**config.mk**
```make
export PLATFORM = sky130hd
export DESIGN_NAME = counter_diagnostic_test_unit
export DESIGN_NICKNAME = d
export VERILOG_FILES = /design/src/logic/diag_pkg.sv /design/src/logic/counter_diagnostic_test_unit.sv
export VERILOG_INCLUDE_DIRS = /design/src /design/src/logic
export SDC_FILE = /design/constraint.sdc
export NUM_CORES = 2
export LEC_CHECK = 0
export BUFFER_PORTS_ARGS = -buffer_cell sky130_fd_sc_hd__buf_2
export CAP_MARGIN = 40
export CORE_MARGIN = 2
export CORE_UTILIZATION = 55
export CTS_CLUSTER_SIZE = 20
export DETAILED_ROUTE_END_ITERATION = 6
export PLACE_DENSITY_LB_ADDON = 0.3
export SYNTH_ARGS = -nofsm -noshare
export SYNTH_HDL_FRONTEND = slang
export SYNTH_SLANG_ARGS = --single-unit
```
**constraint.sdc**
```tcl
create_clock -name clk -period 4 [get_ports clk]
set_input_delay 0.4 -clock clk [delete_from_list [all_inputs] [get_ports clk]]
set_output_delay 0.4 -clock clk [all_outputs]
set_load 0.005 [all_outputs]
```
**src/logic/diag_consts.svh**
```systemverilog
// constants of the counter diagnostic and test unit
`ifndef DIAG_CONSTS_SVH
`define DIAG_CONSTS_SVH
`define NUM_PORTS 12
`define PORT_CC_A 16'hac00
`define PORT_CC_B 16'hac02
`define PORT_GG_A 16'h9900
`define PORT_GG_B 16'h9902
`define PORT_FC_A 16'h9840
`define PORT_FC_B 16'h9842
`define PORT_PC_A 16'h9820
`define PORT_PC_B 16'h9822
`define PORT_B2_A 16'h9880
`define PORT_B2_B 16'h9882
`define PORT_FP_A 16'h9808
`define PORT_FP_B 16'h980a
`define PORT_DIR_BIT 16'h0001
`define SWITCH_ADDR 16'h9c04
`define SIG_CTRL_ADDR 16'h9c10
`define TEST_SEL_ADDR 16'h9c11
`define STATUS_ADDR 16'h9c12
`define RAM_TOP 16'h0800
`define CHECK_CYCLES 16'h0100
`define STEP_LOW 8'hff
`define SIG_LAST 6'h21
`define SIG_RAM_PAT 16'h5a3c
`define SIG_PROM_HI 8'ha5
`define SIG_KEY_HI 8'h3c
`define ERR_PROM0 8'h31
`define ERR_PROM1 8'h32
`define ERR_PROM2 8'h33
`define ERR_PROM3 8'h36
`define VCO_LO_MHZ 400
`define VCO_HI_MHZ 500
`define VCO_STEP_KHZ 50
`define DAC_TOP_MHZ 27000
`define DAC_STEP_MHZ 2
`define T_NONE 8'h00
`define T_SELF 8'h01
`define T_LAMP 8'h02
`define T_SEG 8'h03
`define T_DIG 8'h04
`define T_KEY 8'h05
`define T_RAMP 8'h06
`define T_VCO 8'h07
`define T_ALTER 8'h10
`define KEY_EXIT 5'h10
`endif

```
**src/logic/diag_pkg.sv**
```systemverilog
// types of the counter diagnostic and test unit
`include "diag_consts.svh"
package diag_pkg;
  typedef enum logic [1:0] {
    PWR_CHECK = 2'b00,
    PWR_RUN = 2'b01,
    PWR_PROM_FAIL = 2'b11,
    PWR_RAM_FAIL = 2'b10
  } pwr_t;
  typedef enum logic [1:0] {
    DISP_DASH = 2'b00,
    DISP_NORMAL = 2'b01,
    DISP_E = 2'b10,
    DISP_NUM = 2'b11
  } disp_t;
  typedef struct packed {
    pwr_t pwr;
    logic [15:0] chk;
    logic [7:0] err;
    logic [7:0] test;
    logic [`NUM_PORTS-1:0][7:0] out;
    logic [`NUM_PORTS-1:0][7:0] oe_n;
    logic [`NUM_PORTS-1:0][7:0] pin1;
    logic [`NUM_PORTS-1:0][7:0] pin2;
    logic [7:0] sw1;
    logic [7:0] sw2;
    logic [7:0] rdata;
    logic [1:0] frc;
    logic [2:0] hwt;
    logic ph;
    logic [15:0] walk;
    logic sg_busy;
    logic [5:0] sg_cnt;
    logic [15:0] sg_pat;
    logic sa_start;
    logic sa_stop;
    logic sa_clock;
    logic sa_probe;
    logic [15:0] div;
    logic tick;
    logic [3:0] idx;
    logic [7:0] seg;
    logic [7:0] dig;
    logic [7:0] ann;
    logic [13:0] vco;
    logic [13:0] dac;
    logic div2;
    logic gate;
    logic [15:0] ent_addr;
    logic [2:0] ent_n;
    logic [7:0] ent_dat;
    logic rd_pend;
    logic [15:0] mem_addr;
    logic mem_rd;
    logic mem_wr;
    logic [7:0] mem_wdata;
    disp_t disp;
    logic [15:0] dval;
  } state_t;
endpackage

```
**src/logic/counter_diagnostic_test_unit.sv**
```systemverilog
// diagnostic, self test and signature stimulus logic of the counter
// Behaviour
// [RULE1] analyzer compresses each window's samples into a four-character signature
// [RULE2] analyzer samples probe on each clock strobe between start and stop
// [RULE3] forced instruction mode walks every address of the whole range
// [RULE4] firmware drives start and stop itself in software signature mode
// [RULE5] power-on checks run with dashes shown on every digit
// [RULE6] all checks pass gives normal mode; RAM failure shows all E
// [RULE7] program memory failure shows code 31, 32, 33 or 36 plus signature
// [RULE8] memory failure signatures only come from the power-up sequence
// [RULE9] keys map to hex 0 to F; clear screen key leaves the test
// [RULE10] keyboard test shows key row and column and a per-key signature
// [RULE11] a brief high on the hardware test input starts the keyboard test
// [RULE12] test 01 sets oscillator to 400 MHz, halves it, counts the result
// [RULE13] test 02 lights every segment, annunciator and decimal point
// [RULE14] test 03 steps one segment per digit plus one annunciator
// [RULE15] test 04 steps one whole digit, then annunciators, at sample rate
// [RULE16] test 06 ramps filter DAC from zero to 27 GHz in 2 MHz steps
// [RULE17] test 07 sweeps 400 to 500 MHz in 50 kHz, bands two, three only
// [RULE18] test 10 reads after four hex digits, writes two more to RAM or I/O; code writes only RAM below 0800 and port output latches
// [RULE19] port read gives output latch for outputs, pin level for inputs
// [RULE20] controller writes halved filter value high to 9842, low to 9840
// [RULE21] controller writes oscillator value high to 9822, low to 9820
// [RULE22] start, stop and clock strobes are clean pulses on the bus clock
`include "diag_consts.svh"
module counter_diagnostic_test_unit (
  input wire logic clk,
  input wire logic sys_rst,
  input wire logic [15:0] cpu_addr,
  input wire logic [7:0] cpu_wdata,
  input wire logic cpu_wr,
  input wire logic cpu_rd,
  output logic [7:0] cpu_rdata,
  input wire logic [`NUM_PORTS-1:0][7:0] port_pin_in,
  output logic [`NUM_PORTS-1:0][7:0] port_pin_out,
  output logic [`NUM_PORTS-1:0][7:0] port_pin_oe_n,
  input wire logic [7:0] addr_switch_in,
  input wire logic forced_clear_instruction,
  input wire logic hw_key_test,
  input wire logic ram_ok,
  input wire logic [3:0] prom_ok,
  input wire logic key_valid,
  input wire logic [4:0] key_code,
  input wire logic [7:0] sample_rate,
  input wire logic [1:0] band,
  input wire logic [7:0] mem_rdata,
  output logic [15:0] mem_addr,
  output logic mem_rd,
  output logic mem_wr,
  output logic [7:0] mem_wdata,
  output logic [15:0] walk_addr,
  output logic sa_start,
  output logic sa_stop,
  output logic sa_clock,
  output logic sa_probe,
  output diag_pkg::disp_t disp_mode,
  output logic [15:0] disp_value,
  output logic [7:0] seg_on,
  output logic [7:0] digit_on,
  output logic [7:0] ann_on,
  output logic [13:0] vco_prog,
  output logic [13:0] dac_prog,
  output logic div2_en,
  output logic gate_run
);
  import diag_pkg::*;

  localparam logic [13:0] VCO_LO = 14'(`VCO_LO_MHZ * 1000 / `VCO_STEP_KHZ);
  localparam logic [13:0] VCO_HI = 14'(`VCO_HI_MHZ * 1000 / `VCO_STEP_KHZ);
  localparam logic [13:0] DAC_TOP = 14'(`DAC_TOP_MHZ / `DAC_STEP_MHZ);

  state_t q;
  state_t d;
  logic [`NUM_PORTS-1:0][7:0] view;
  logic [5:0] pd;
  logic [5:0] td;
  logic [5:0] wd;
  logic wen;
  logic [15:0] wa;
  logic [7:0] wdat;
  logic [3:0] hx;

  // {hit, direction, index}; direction sits on the odd byte above each port
  function automatic logic [5:0] port_dec(input logic [15:0] a);
    logic [15:0] b;
    b = a & ~`PORT_DIR_BIT;
    case (b)
      `PORT_CC_A: port_dec = {1'b1, a[0], 4'h0};
      `PORT_CC_B: port_dec = {1'b1, a[0], 4'h1};
      `PORT_GG_A: port_dec = {1'b1, a[0], 4'h2};
      `PORT_GG_B: port_dec = {1'b1, a[0], 4'h3};
      `PORT_FC_A: port_dec = {1'b1, a[0], 4'h4};
      `PORT_FC_B: port_dec = {1'b1, a[0], 4'h5};
      `PORT_PC_A: port_dec = {1'b1, a[0], 4'h6};
      `PORT_PC_B: port_dec = {1'b1, a[0], 4'h7};
      `PORT_B2_A: port_dec = {1'b1, a[0], 4'h8};
      `PORT_B2_B: port_dec = {1'b1, a[0], 4'h9};
      `PORT_FP_A: port_dec = {1'b1, a[0], 4'ha};
      `PORT_FP_B: port_dec = {1'b1, a[0], 4'hb};
      default: port_dec = 6'h00;
    endcase
  endfunction

  function automatic logic [3:0] key_hex(input logic [4:0] k);
    key_hex = k[3:0];
  endfunction

  function automatic logic [7:0] key_coord(input logic [4:0] k);
    case (k)
      5'h00: key_coord = 8'h12;
      5'h01: key_coord = 8'h21;
      5'h02: key_coord = 8'h22;
      5'h03: key_coord = 8'h23;
      5'h04: key_coord = 8'h31;
      5'h05: key_coord = 8'h32;
      5'h06: key_coord = 8'h33;
      5'h07: key_coord = 8'h41;
      5'h08: key_coord = 8'h42;
      5'h09: key_coord = 8'h43;
      5'h0a: key_coord = 8'h44;
      5'h0b: key_coord = 8'h34;
      5'h0c: key_coord = 8'h24;
      5'h0d: key_coord = 8'h13;
      5'h0e: key_coord = 8'h11;
      5'h0f: key_coord = 8'h47;
      default: key_coord = 8'h00;
    endcase
  endfunction

  // lowest failing device is reported when several fail
  function automatic logic [7:0] prom_code(input logic [3:0] p);
    if (!p[0]) prom_code = `ERR_PROM0;
    else if (!p[1]) prom_code = `ERR_PROM1;
    else if (!p[2]) prom_code = `ERR_PROM2;
    else prom_code = `ERR_PROM3;
  endfunction

  for (genvar i = 0; i < `NUM_PORTS; i++) begin : g_view
    assign view[i] = (q.out[i] & ~q.oe_n[i]) | (q.pin2[i] & q.oe_n[i]);
  end

  always_comb begin
    d = q;
    pd = port_dec(cpu_addr);
    td = port_dec(q.ent_addr);
    hx = key_hex(key_code);
    wen = cpu_wr;
    wa = cpu_addr;
    wdat = cpu_wdata;
    d.pin1 = port_pin_in;
    d.pin2 = q.pin1;
    d.sw1 = addr_switch_in;
    d.sw2 = q.sw1;
    d.frc = {q.frc[0], forced_clear_instruction};
    d.hwt = {q.hwt[1:0], hw_key_test};
    d.sa_start = 1'b0;
    d.sa_stop = 1'b0;
    d.sa_clock = 1'b0;
    d.mem_rd = 1'b0;
    d.mem_wr = 1'b0;
    d.rd_pend = 1'b0;
    d.tick = 1'b0;
    d.seg = 8'h00;
    d.dig = 8'h00;
    d.ann = 8'h00;
    d.div2 = 1'b0;
    d.gate = 1'b0;
    if (q.div == 16'h0000) begin
      d.div = {sample_rate, `STEP_LOW};
      d.tick = 1'b1;
    end else begin
      d.div = q.div - 16'h0001;
    end
    if (cpu_wr && cpu_addr == `SIG_CTRL_ADDR) begin
      d.sa_start = cpu_wdata[0]; // RULE4
      d.sa_stop = cpu_wdata[1]; // RULE4
      d.sa_probe = cpu_wdata[2];
      d.sa_clock = cpu_wdata[3] & ~q.sa_clock; // RULE22
    end
    case (q.pwr)
      PWR_CHECK: begin
        d.disp = DISP_DASH; // RULE5
        if (q.chk != `CHECK_CYCLES) begin
          d.chk = q.chk + 16'h0001;
        end else if (!ram_ok) begin
          d.pwr = PWR_RAM_FAIL; // RULE6
          d.disp = DISP_E; // RULE6
          d.sg_busy = 1'b1;
          d.sg_cnt = 6'h00;
          d.sg_pat = `SIG_RAM_PAT;
        end else if (prom_ok != 4'hf) begin
          d.pwr = PWR_PROM_FAIL; // RULE7
          d.err = prom_code(prom_ok);
          d.disp = DISP_NUM;
          d.dval = {8'h00, prom_code(prom_ok)}; // RULE7
          d.sg_busy = 1'b1; // RULE8
          d.sg_cnt = 6'h00;
          d.sg_pat = {`SIG_PROM_HI, prom_code(prom_ok)};
        end else begin
          d.pwr = PWR_RUN; // RULE6
          d.disp = DISP_NORMAL;
        end
      end
      default: begin
        // failure states hold until power is cycled
      end
    endcase
    if (q.pwr == PWR_RUN) begin
      if (cpu_wr && cpu_addr == `TEST_SEL_ADDR) begin
        d.test = cpu_wdata;
        d.idx = 4'h0;
        d.ent_n = 3'h0;
        d.vco = VCO_LO;
        d.dac = 14'h0000;
        d.disp = DISP_NORMAL;
      end else begin
        case (q.test)
          `T_SELF: begin
            d.vco = VCO_LO; // RULE12
            d.div2 = 1'b1; // RULE12
            d.gate = 1'b1; // RULE12
          end
          `T_LAMP: begin
            d.seg = 8'hff; // RULE13
            d.dig = 8'hff;
            d.ann = 8'hff;
          end
          `T_SEG: begin
            d.seg = 8'h01 << q.idx[2:0]; // RULE14
            d.dig = 8'hff;
            d.ann = 8'h01 << q.idx[2:0];
            if (q.tick) d.idx = {1'b0, q.idx[2:0] + 3'h1};
          end
          `T_DIG: begin
            if (!q.idx[3]) begin
              d.dig = 8'h01 << q.idx[2:0]; // RULE15
              d.seg = 8'hff;
            end else begin
              d.ann = 8'h01 << q.idx[2:0];
            end
            if (q.tick) d.idx = q.idx + 4'h1;
          end
          `T_KEY: begin
            if (key_valid && key_code != `KEY_EXIT) begin
              d.disp = DISP_NUM;
              d.dval = {8'h00, key_coord(key_code)}; // RULE10
              if (!q.sg_busy) begin
                d.sg_busy = 1'b1; // RULE10
                d.sg_cnt = 6'h00;
                d.sg_pat = {`SIG_KEY_HI, key_coord(key_code)};
              end
            end
          end
          `T_RAMP: begin
            if (q.tick) begin
              d.sa_clock = 1'b1;
              if (q.dac == DAC_TOP) begin
                d.dac = 14'h0000; // RULE16
                d.sa_start = 1'b1;
                d.sa_stop = 1'b1;
              end else begin
                d.dac = q.dac + 14'h0001; // RULE16
              end
            end
          end
          `T_VCO: begin
            if (q.tick && band[1]) begin
              d.vco = (q.vco >= VCO_HI) ? VCO_LO : q.vco + 14'h0001; // RULE17
            end
          end
          `T_ALTER: begin
            if (key_valid && !key_code[4]) begin
              if (q.ent_n < 3'h4) begin
                d.ent_addr = {q.ent_addr[11:0], hx}; // RULE18
                d.ent_n = q.ent_n + 3'h1;
                if (q.ent_n == 3'h3) begin
                  d.mem_addr = {q.ent_addr[11:0], hx}; // RULE18
                  d.mem_rd = 1'b1;
                  d.rd_pend = 1'b1;
                end
              end else if (q.ent_n == 3'h4) begin
                d.ent_dat = {4'h0, hx};
                d.ent_n = 3'h5;
              end else begin
                d.ent_n = 3'h4;
                d.ent_dat = {q.ent_dat[3:0], hx};
                // a bus write in the same cycle wins over the alter write
                if (td[5] && !td[4] && !cpu_wr) begin
                  wen = 1'b1; // RULE18
                  wa = q.ent_addr;
                  wdat = {q.ent_dat[3:0], hx};
                  d.dval = {8'h00, q.ent_dat[3:0], hx};
                end else if (!td[5] && q.ent_addr < `RAM_TOP) begin
                  d.mem_wr = 1'b1; // RULE18
                  d.mem_addr = q.ent_addr;
                  d.mem_wdata = {q.ent_dat[3:0], hx};
                  d.dval = {8'h00, q.ent_dat[3:0], hx};
                end
              end
            end
          end
          default: begin
          end
        endcase
      end
      if (q.rd_pend) begin
        d.disp = DISP_NUM;
        if (td[5]) d.dval = {8'h00, td[4] ? ~q.oe_n[td[3:0]] : view[td[3:0]]};
        else d.dval = {8'h00, mem_rdata};
      end
      if (key_valid && key_code == `KEY_EXIT) begin
        d.test = `T_NONE; // RULE9
        d.disp = DISP_NORMAL;
      end
      if (q.hwt[1] && !q.hwt[2]) begin
        d.test = `T_KEY; // RULE11
        d.disp = DISP_NUM;
        d.dval = 16'h0000;
      end
    end
    wd = port_dec(wa);
    if (wen && wd[5]) begin
      if (wd[4]) d.oe_n[wd[3:0]] = ~wdat;
      else d.out[wd[3:0]] = wdat;
    end
    if (q.sg_busy) begin
      d.sg_cnt = q.sg_cnt + 6'h01;
      if (q.sg_cnt == 6'h00) begin
        d.sa_start = 1'b1; // RULE22
      end else if (q.sg_cnt == `SIG_LAST) begin
        d.sa_stop = 1'b1; // RULE22
        d.sg_busy = 1'b0;
      end else if (q.sg_cnt[0]) begin
        d.sa_probe = q.sg_pat[q.sg_cnt[4:1]];
      end else begin
        d.sa_clock = 1'b1;
      end
    end
    // strobe only every second cycle so the clock has clean edges
    if (q.frc[1]) begin
      d.ph = ~q.ph;
      d.sa_clock = q.ph; // RULE3
      if (q.ph) begin
        d.walk = q.walk + 16'h0001; // RULE3
        if (q.walk == 16'hffff) begin
          d.sa_start = 1'b1;
          d.sa_stop = 1'b1;
        end
      end
    end
    if (cpu_rd) begin
      if (pd[5]) begin
        d.rdata = pd[4] ? ~q.oe_n[pd[3:0]] : view[pd[3:0]]; // RULE19
      end else begin
        case (cpu_addr)
          `SWITCH_ADDR: d.rdata = q.sw2;
          `SIG_CTRL_ADDR: d.rdata = {5'h00, q.sa_probe, q.sg_busy, q.frc[1]};
          `TEST_SEL_ADDR: d.rdata = q.test;
          `STATUS_ADDR: d.rdata = {6'h00, q.pwr};
          default: d.rdata = 8'h00;
        endcase
      end
    end
  end

  always_ff @(posedge clk) begin
    if (sys_rst) begin
      q <= '0;
      q.oe_n <= '1;
    end else begin
      q <= d;
    end
  end

  assign cpu_rdata = q.rdata;
  assign port_pin_out = q.out;
  assign port_pin_oe_n = q.oe_n;
  assign mem_addr = q.mem_addr;
  assign mem_rd = q.mem_rd;
  assign mem_wr = q.mem_wr;
  assign mem_wdata = q.mem_wdata;
  assign walk_addr = q.walk;
  assign sa_start = q.sa_start;
  assign sa_stop = q.sa_stop;
  assign sa_clock = q.sa_clock;
  assign sa_probe = q.sa_probe;
  assign disp_mode = q.disp;
  assign disp_value = q.dval;
  assign seg_on = q.seg;
  assign digit_on = q.dig;
  assign ann_on = q.ann;
  assign vco_prog = q.vco;
  assign dac_prog = q.dac;
  assign div2_en = q.div2;
  assign gate_run = q.gate;

  logic chk_end;
  assign chk_end = q.pwr == PWR_CHECK && q.chk == `CHECK_CYCLES;
endmodule // counter_diagnostic_test_unit

```
==> results.sh <==
export IMPL_status="complete, no violations"
export IMPL_fp_dieArea_um2=58600
export IMPL_skew_ns=0.0303
export IMPL_p_per_area_nw_per_um2=383
export IMPL_crit_required_ns=4.48
export IMPL_r2r_end="port_pin_out[68]$_SDFFE_PP0P_"
export IMPL_grtUsageTotal=0.350
export IMPL_cp_data_arrival_time_ns=4.22
export IMPL_fin_crit_sh=0.935
export IMPL_netlist_area_um2=31100
export IMPL_dp_hpwl_um=77600
export IMPL_worstMarginPinSlew_ns=1.01
export IMPL_fillers=4794
export IMPL_wl_per_cell_um=22.9
export IMPL_grt_max_degree=188
export IMPL_synth_simple_area_share=0.215
export IMPL_end_kind="register"
export IMPL_fin_setup_tns_ns=0
export IMPL_hold_depth=2
export IMPL_min_period_ns=3.74
export IMPL_fmax_mhz=268
export IMPL_startpoint_type="register"
export IMPL_relSlewSlack=0.328
export IMPL_total_power_mw=13.6
export IMPL_clock_sinks=624
export IMPL_muxShareOfSynthArea=0.120
export IMPL_setup_violations=0
export IMPL_critPathMaxFanout=9
export IMPL_routed_wl_um=106000
export IMPL_final_common_cell="dfxtp_1"
export IMPL_rrSetupSlack_ns=0.26
export IMPL_setup_slack_ns=0.262
export IMPL_portBuffers=479
export IMPL_antenna_found_initial=5
export IMPL_finalHoldViolCount=0
export IMPL_ff2ff_path_depth=9
export IMPL_synth_compound_area_frac=0.128
export IMPL_async_flop_share=0
export IMPL_postLayoutCellArea_um2=35600
export IMPL_rsz0062_at_grt="no"
export IMPL_dp_slack_ns=0.337
export IMPL_grt_pass1_vias=25300
export IMPL_avgSynthCellArea_um2=8.77
export IMPL_postSynthCellCount=3553
export IMPL_grt_pass1_wl_um=157000
export IMPL_crit_type="register to register"
export IMPL_die_w_um=242
export IMPL_drt_pass1_iterations=7
export IMPL_drive_above_1_share=0.215
export IMPL_synth_top_flop_cell="dfxtp_1"
export IMPL_cts_buffer_depth=3
export IMPL_vias=26800
export IMPL_drc=0
export IMPL_place_congestion=1.04
export IMPL_synth_top_family_by_area="simple AND/OR/NAND/NOR gates"
export IMPL_p_leak_nw=15.4
export IMPL_cts_buffers=66
export IMPL_synth_fa_ha_area_frac=0.0100
export IMPL_irDropWorstVdd_mv=0.311
export IMPL_synth_edf_count=0
export IMPL_synth_nets=3741
export IMPL_syn_to_final_growth_pct=14.2
export IMPL_std_cell_rows=87
export IMPL_fp_coreArea_um2=56200
export IMPL_synth_xor_area_frac=0.0202
export IMPL_grt_overflow=0
export IMPL_placed_cell_area_um2=32500
export IMPL_clk_pin_slew_ns=0.06
export IMPL_start_util=0.555
export IMPL_worstHoldPathType="input port to register"
export IMPL_ios=481
export IMPL_yosysUniqueCellTypes=92
export IMPL_synth_seq_area_share=0.401
export IMPL_timing_rr_start="q[611]$_SDFFE_PP0P_"
export IMPL_cts_tree="built"
export IMPL_dr_first_iter_drc_count=2719
export IMPL_hp_start="port_pin_in[16]"
export IMPL_ys_warn_count=0
export IMPL_postRouteAntennaNets=0
export IMPL_drv_slew=0
export IMPL_fin_nets=3989
export IMPL_clkLatencyLatePin_ns=0.63
export IMPL_h_tree_depth=3
export IMPL_mostFrequentLayoutCells="dfxtp_1 (623), buf_2 (479), nor2_1 (386)"
export IMPL_yosys_register_bits=624
export IMPL_viasPerCell=5.82
export IMPL_final_util=0.633
export IMPL_cts_root_buf="clkbuf_16"
export IMPL_die_h_um=242
export IMPL_min_to="d[236]$_SDFF_PP0_"
export IMPL_max_cap_violations=0
-- critical path, cell delays in order (launching register included) --
cell,delay [ns]
dfxtp_1,0.33
or4_1,0.72
nor4_4,0.47
nor4b_2,0.42
nor2_1,0.18
o311ai_2,0.82
buf_4,0.30
nor2_1,0.16
nand2_1,0.12
a21oi_1,0.06
-- what timing repair did --
item,4_1_cts,5_1_grt
endpoints found under the setup margin,0,22
resized for setup,0,4
hold buffers,86,1
buffers inserted,0,1
endpoints found under the hold margin,86,1
-- logic make-up (layout without fill, tap and decap cells) --
family          Yosys count  count (layout)
compound gates          609             609
fa+ha+maj                25              25
simple gates           1337            1337
xor+xnor                 72              72
other cells               0               1
mux                     334             334
buf+inv                 552             843
flops                   624             624
-- cell usage after synthesis (35+ instances only) --
master	count	area, µm²
nor2_1	387	1450
a211oi_1	63	473
nor2b_1	267	1670
clkbuf_1	156	586
nand2_1	303	1140
dfxtp_1	624	12500
nand2b_1	46	288
xnor2_1	35	307
xor2_1	37	324
nor3_1	55	275
a211o_1	69	604
nand3_1	86	430
a21oi_1	216	1080
o21ai_0	93	465
mux2i_1	279	2790
inv_1	37	139
buf_4	313	2350
-- worst max path at each step --
stage                   startpoint                       endpoint  slack [ns]  depth (start not counted)
6_report       q[611]$_SDFFE_PP0P_  port_pin_out[68]$_SDFFE_PP0P_        0.26                          9
4_1_cts         q[59]$_SDFFE_PP0P_  port_pin_out[66]$_SDFFE_PP0P_        0.32                         10
5_1_grt         q[59]$_SDFFE_PP0P_  port_pin_out[66]$_SDFFE_PP0P_        0.05                         11
3_5_place_dp    q[59]$_SDFFE_PP0P_  port_pin_out[66]$_SDFFE_PP0P_        0.34                         10
3_3_place_gp          cpu_addr[10]      cpu_rdata[7]$_SDFFE_PP0P_        0.29                          9
2_1_floorplan          cpu_addr[6]      vco_prog[12]$_SDFFE_PP0P_        0.82                         11
-- metrics by stage --
stage          instances  hold slack [ns]
6_report            4601           0.0142
5_1_grt             4601          0.00508
4_1_cts             4598          0.00205
3_5_place_dp        4401            0.421
3_3_place_gp        4398            0.416
2_1_floorplan       3553            0.411
-- layer usage --
| layer | GRT usage | vias up | wire, µm |
|---|---|---|---|
| met1 | 0.425 | 12700 | 40600 |
| met4 | 0.231 | 8 | 7610 |
| met2 | 0.572 | 1308 | 48800 |
| met3 | 0.0610 | 332 | 8440 |
| met5 | 0 | - | 47 |
| li1 | - | 12500 | - |
-- report_power, final --
| part | internal (mW) | switching [mW] |
|---|---|---|
| clock network | 3.67 | 2.60 |
| registers | 6.37 | 0.0831 |
| logic | 0.380 | 0.515 |
| total | 10.4 | 3.20 |
-- layout make-up --
class	instances	area, µm²	share of cell area
tap	756	946	0.0266
clock buffer	91	1900	0.0533
clock inverter	20	315	0.00886
antenna	1	2.50	0.0000703
timing repair buffer	695	4380	0.123
multi-input combinational	2377	15400	0.433
sequential	624	12500	0.351
inverter	37	139	0.00390
-- state kept, by name (all words and copies together) (netlist names), 14 cells and up --
register,count
q,201
d,107
port_pin_oe_n,96
port_pin_out,96
disp_value,16
mem_addr,16
walk_addr,16
dac_prog,14
vco_prog,14
No activity file was read; power rests on OpenSTA's default activity.
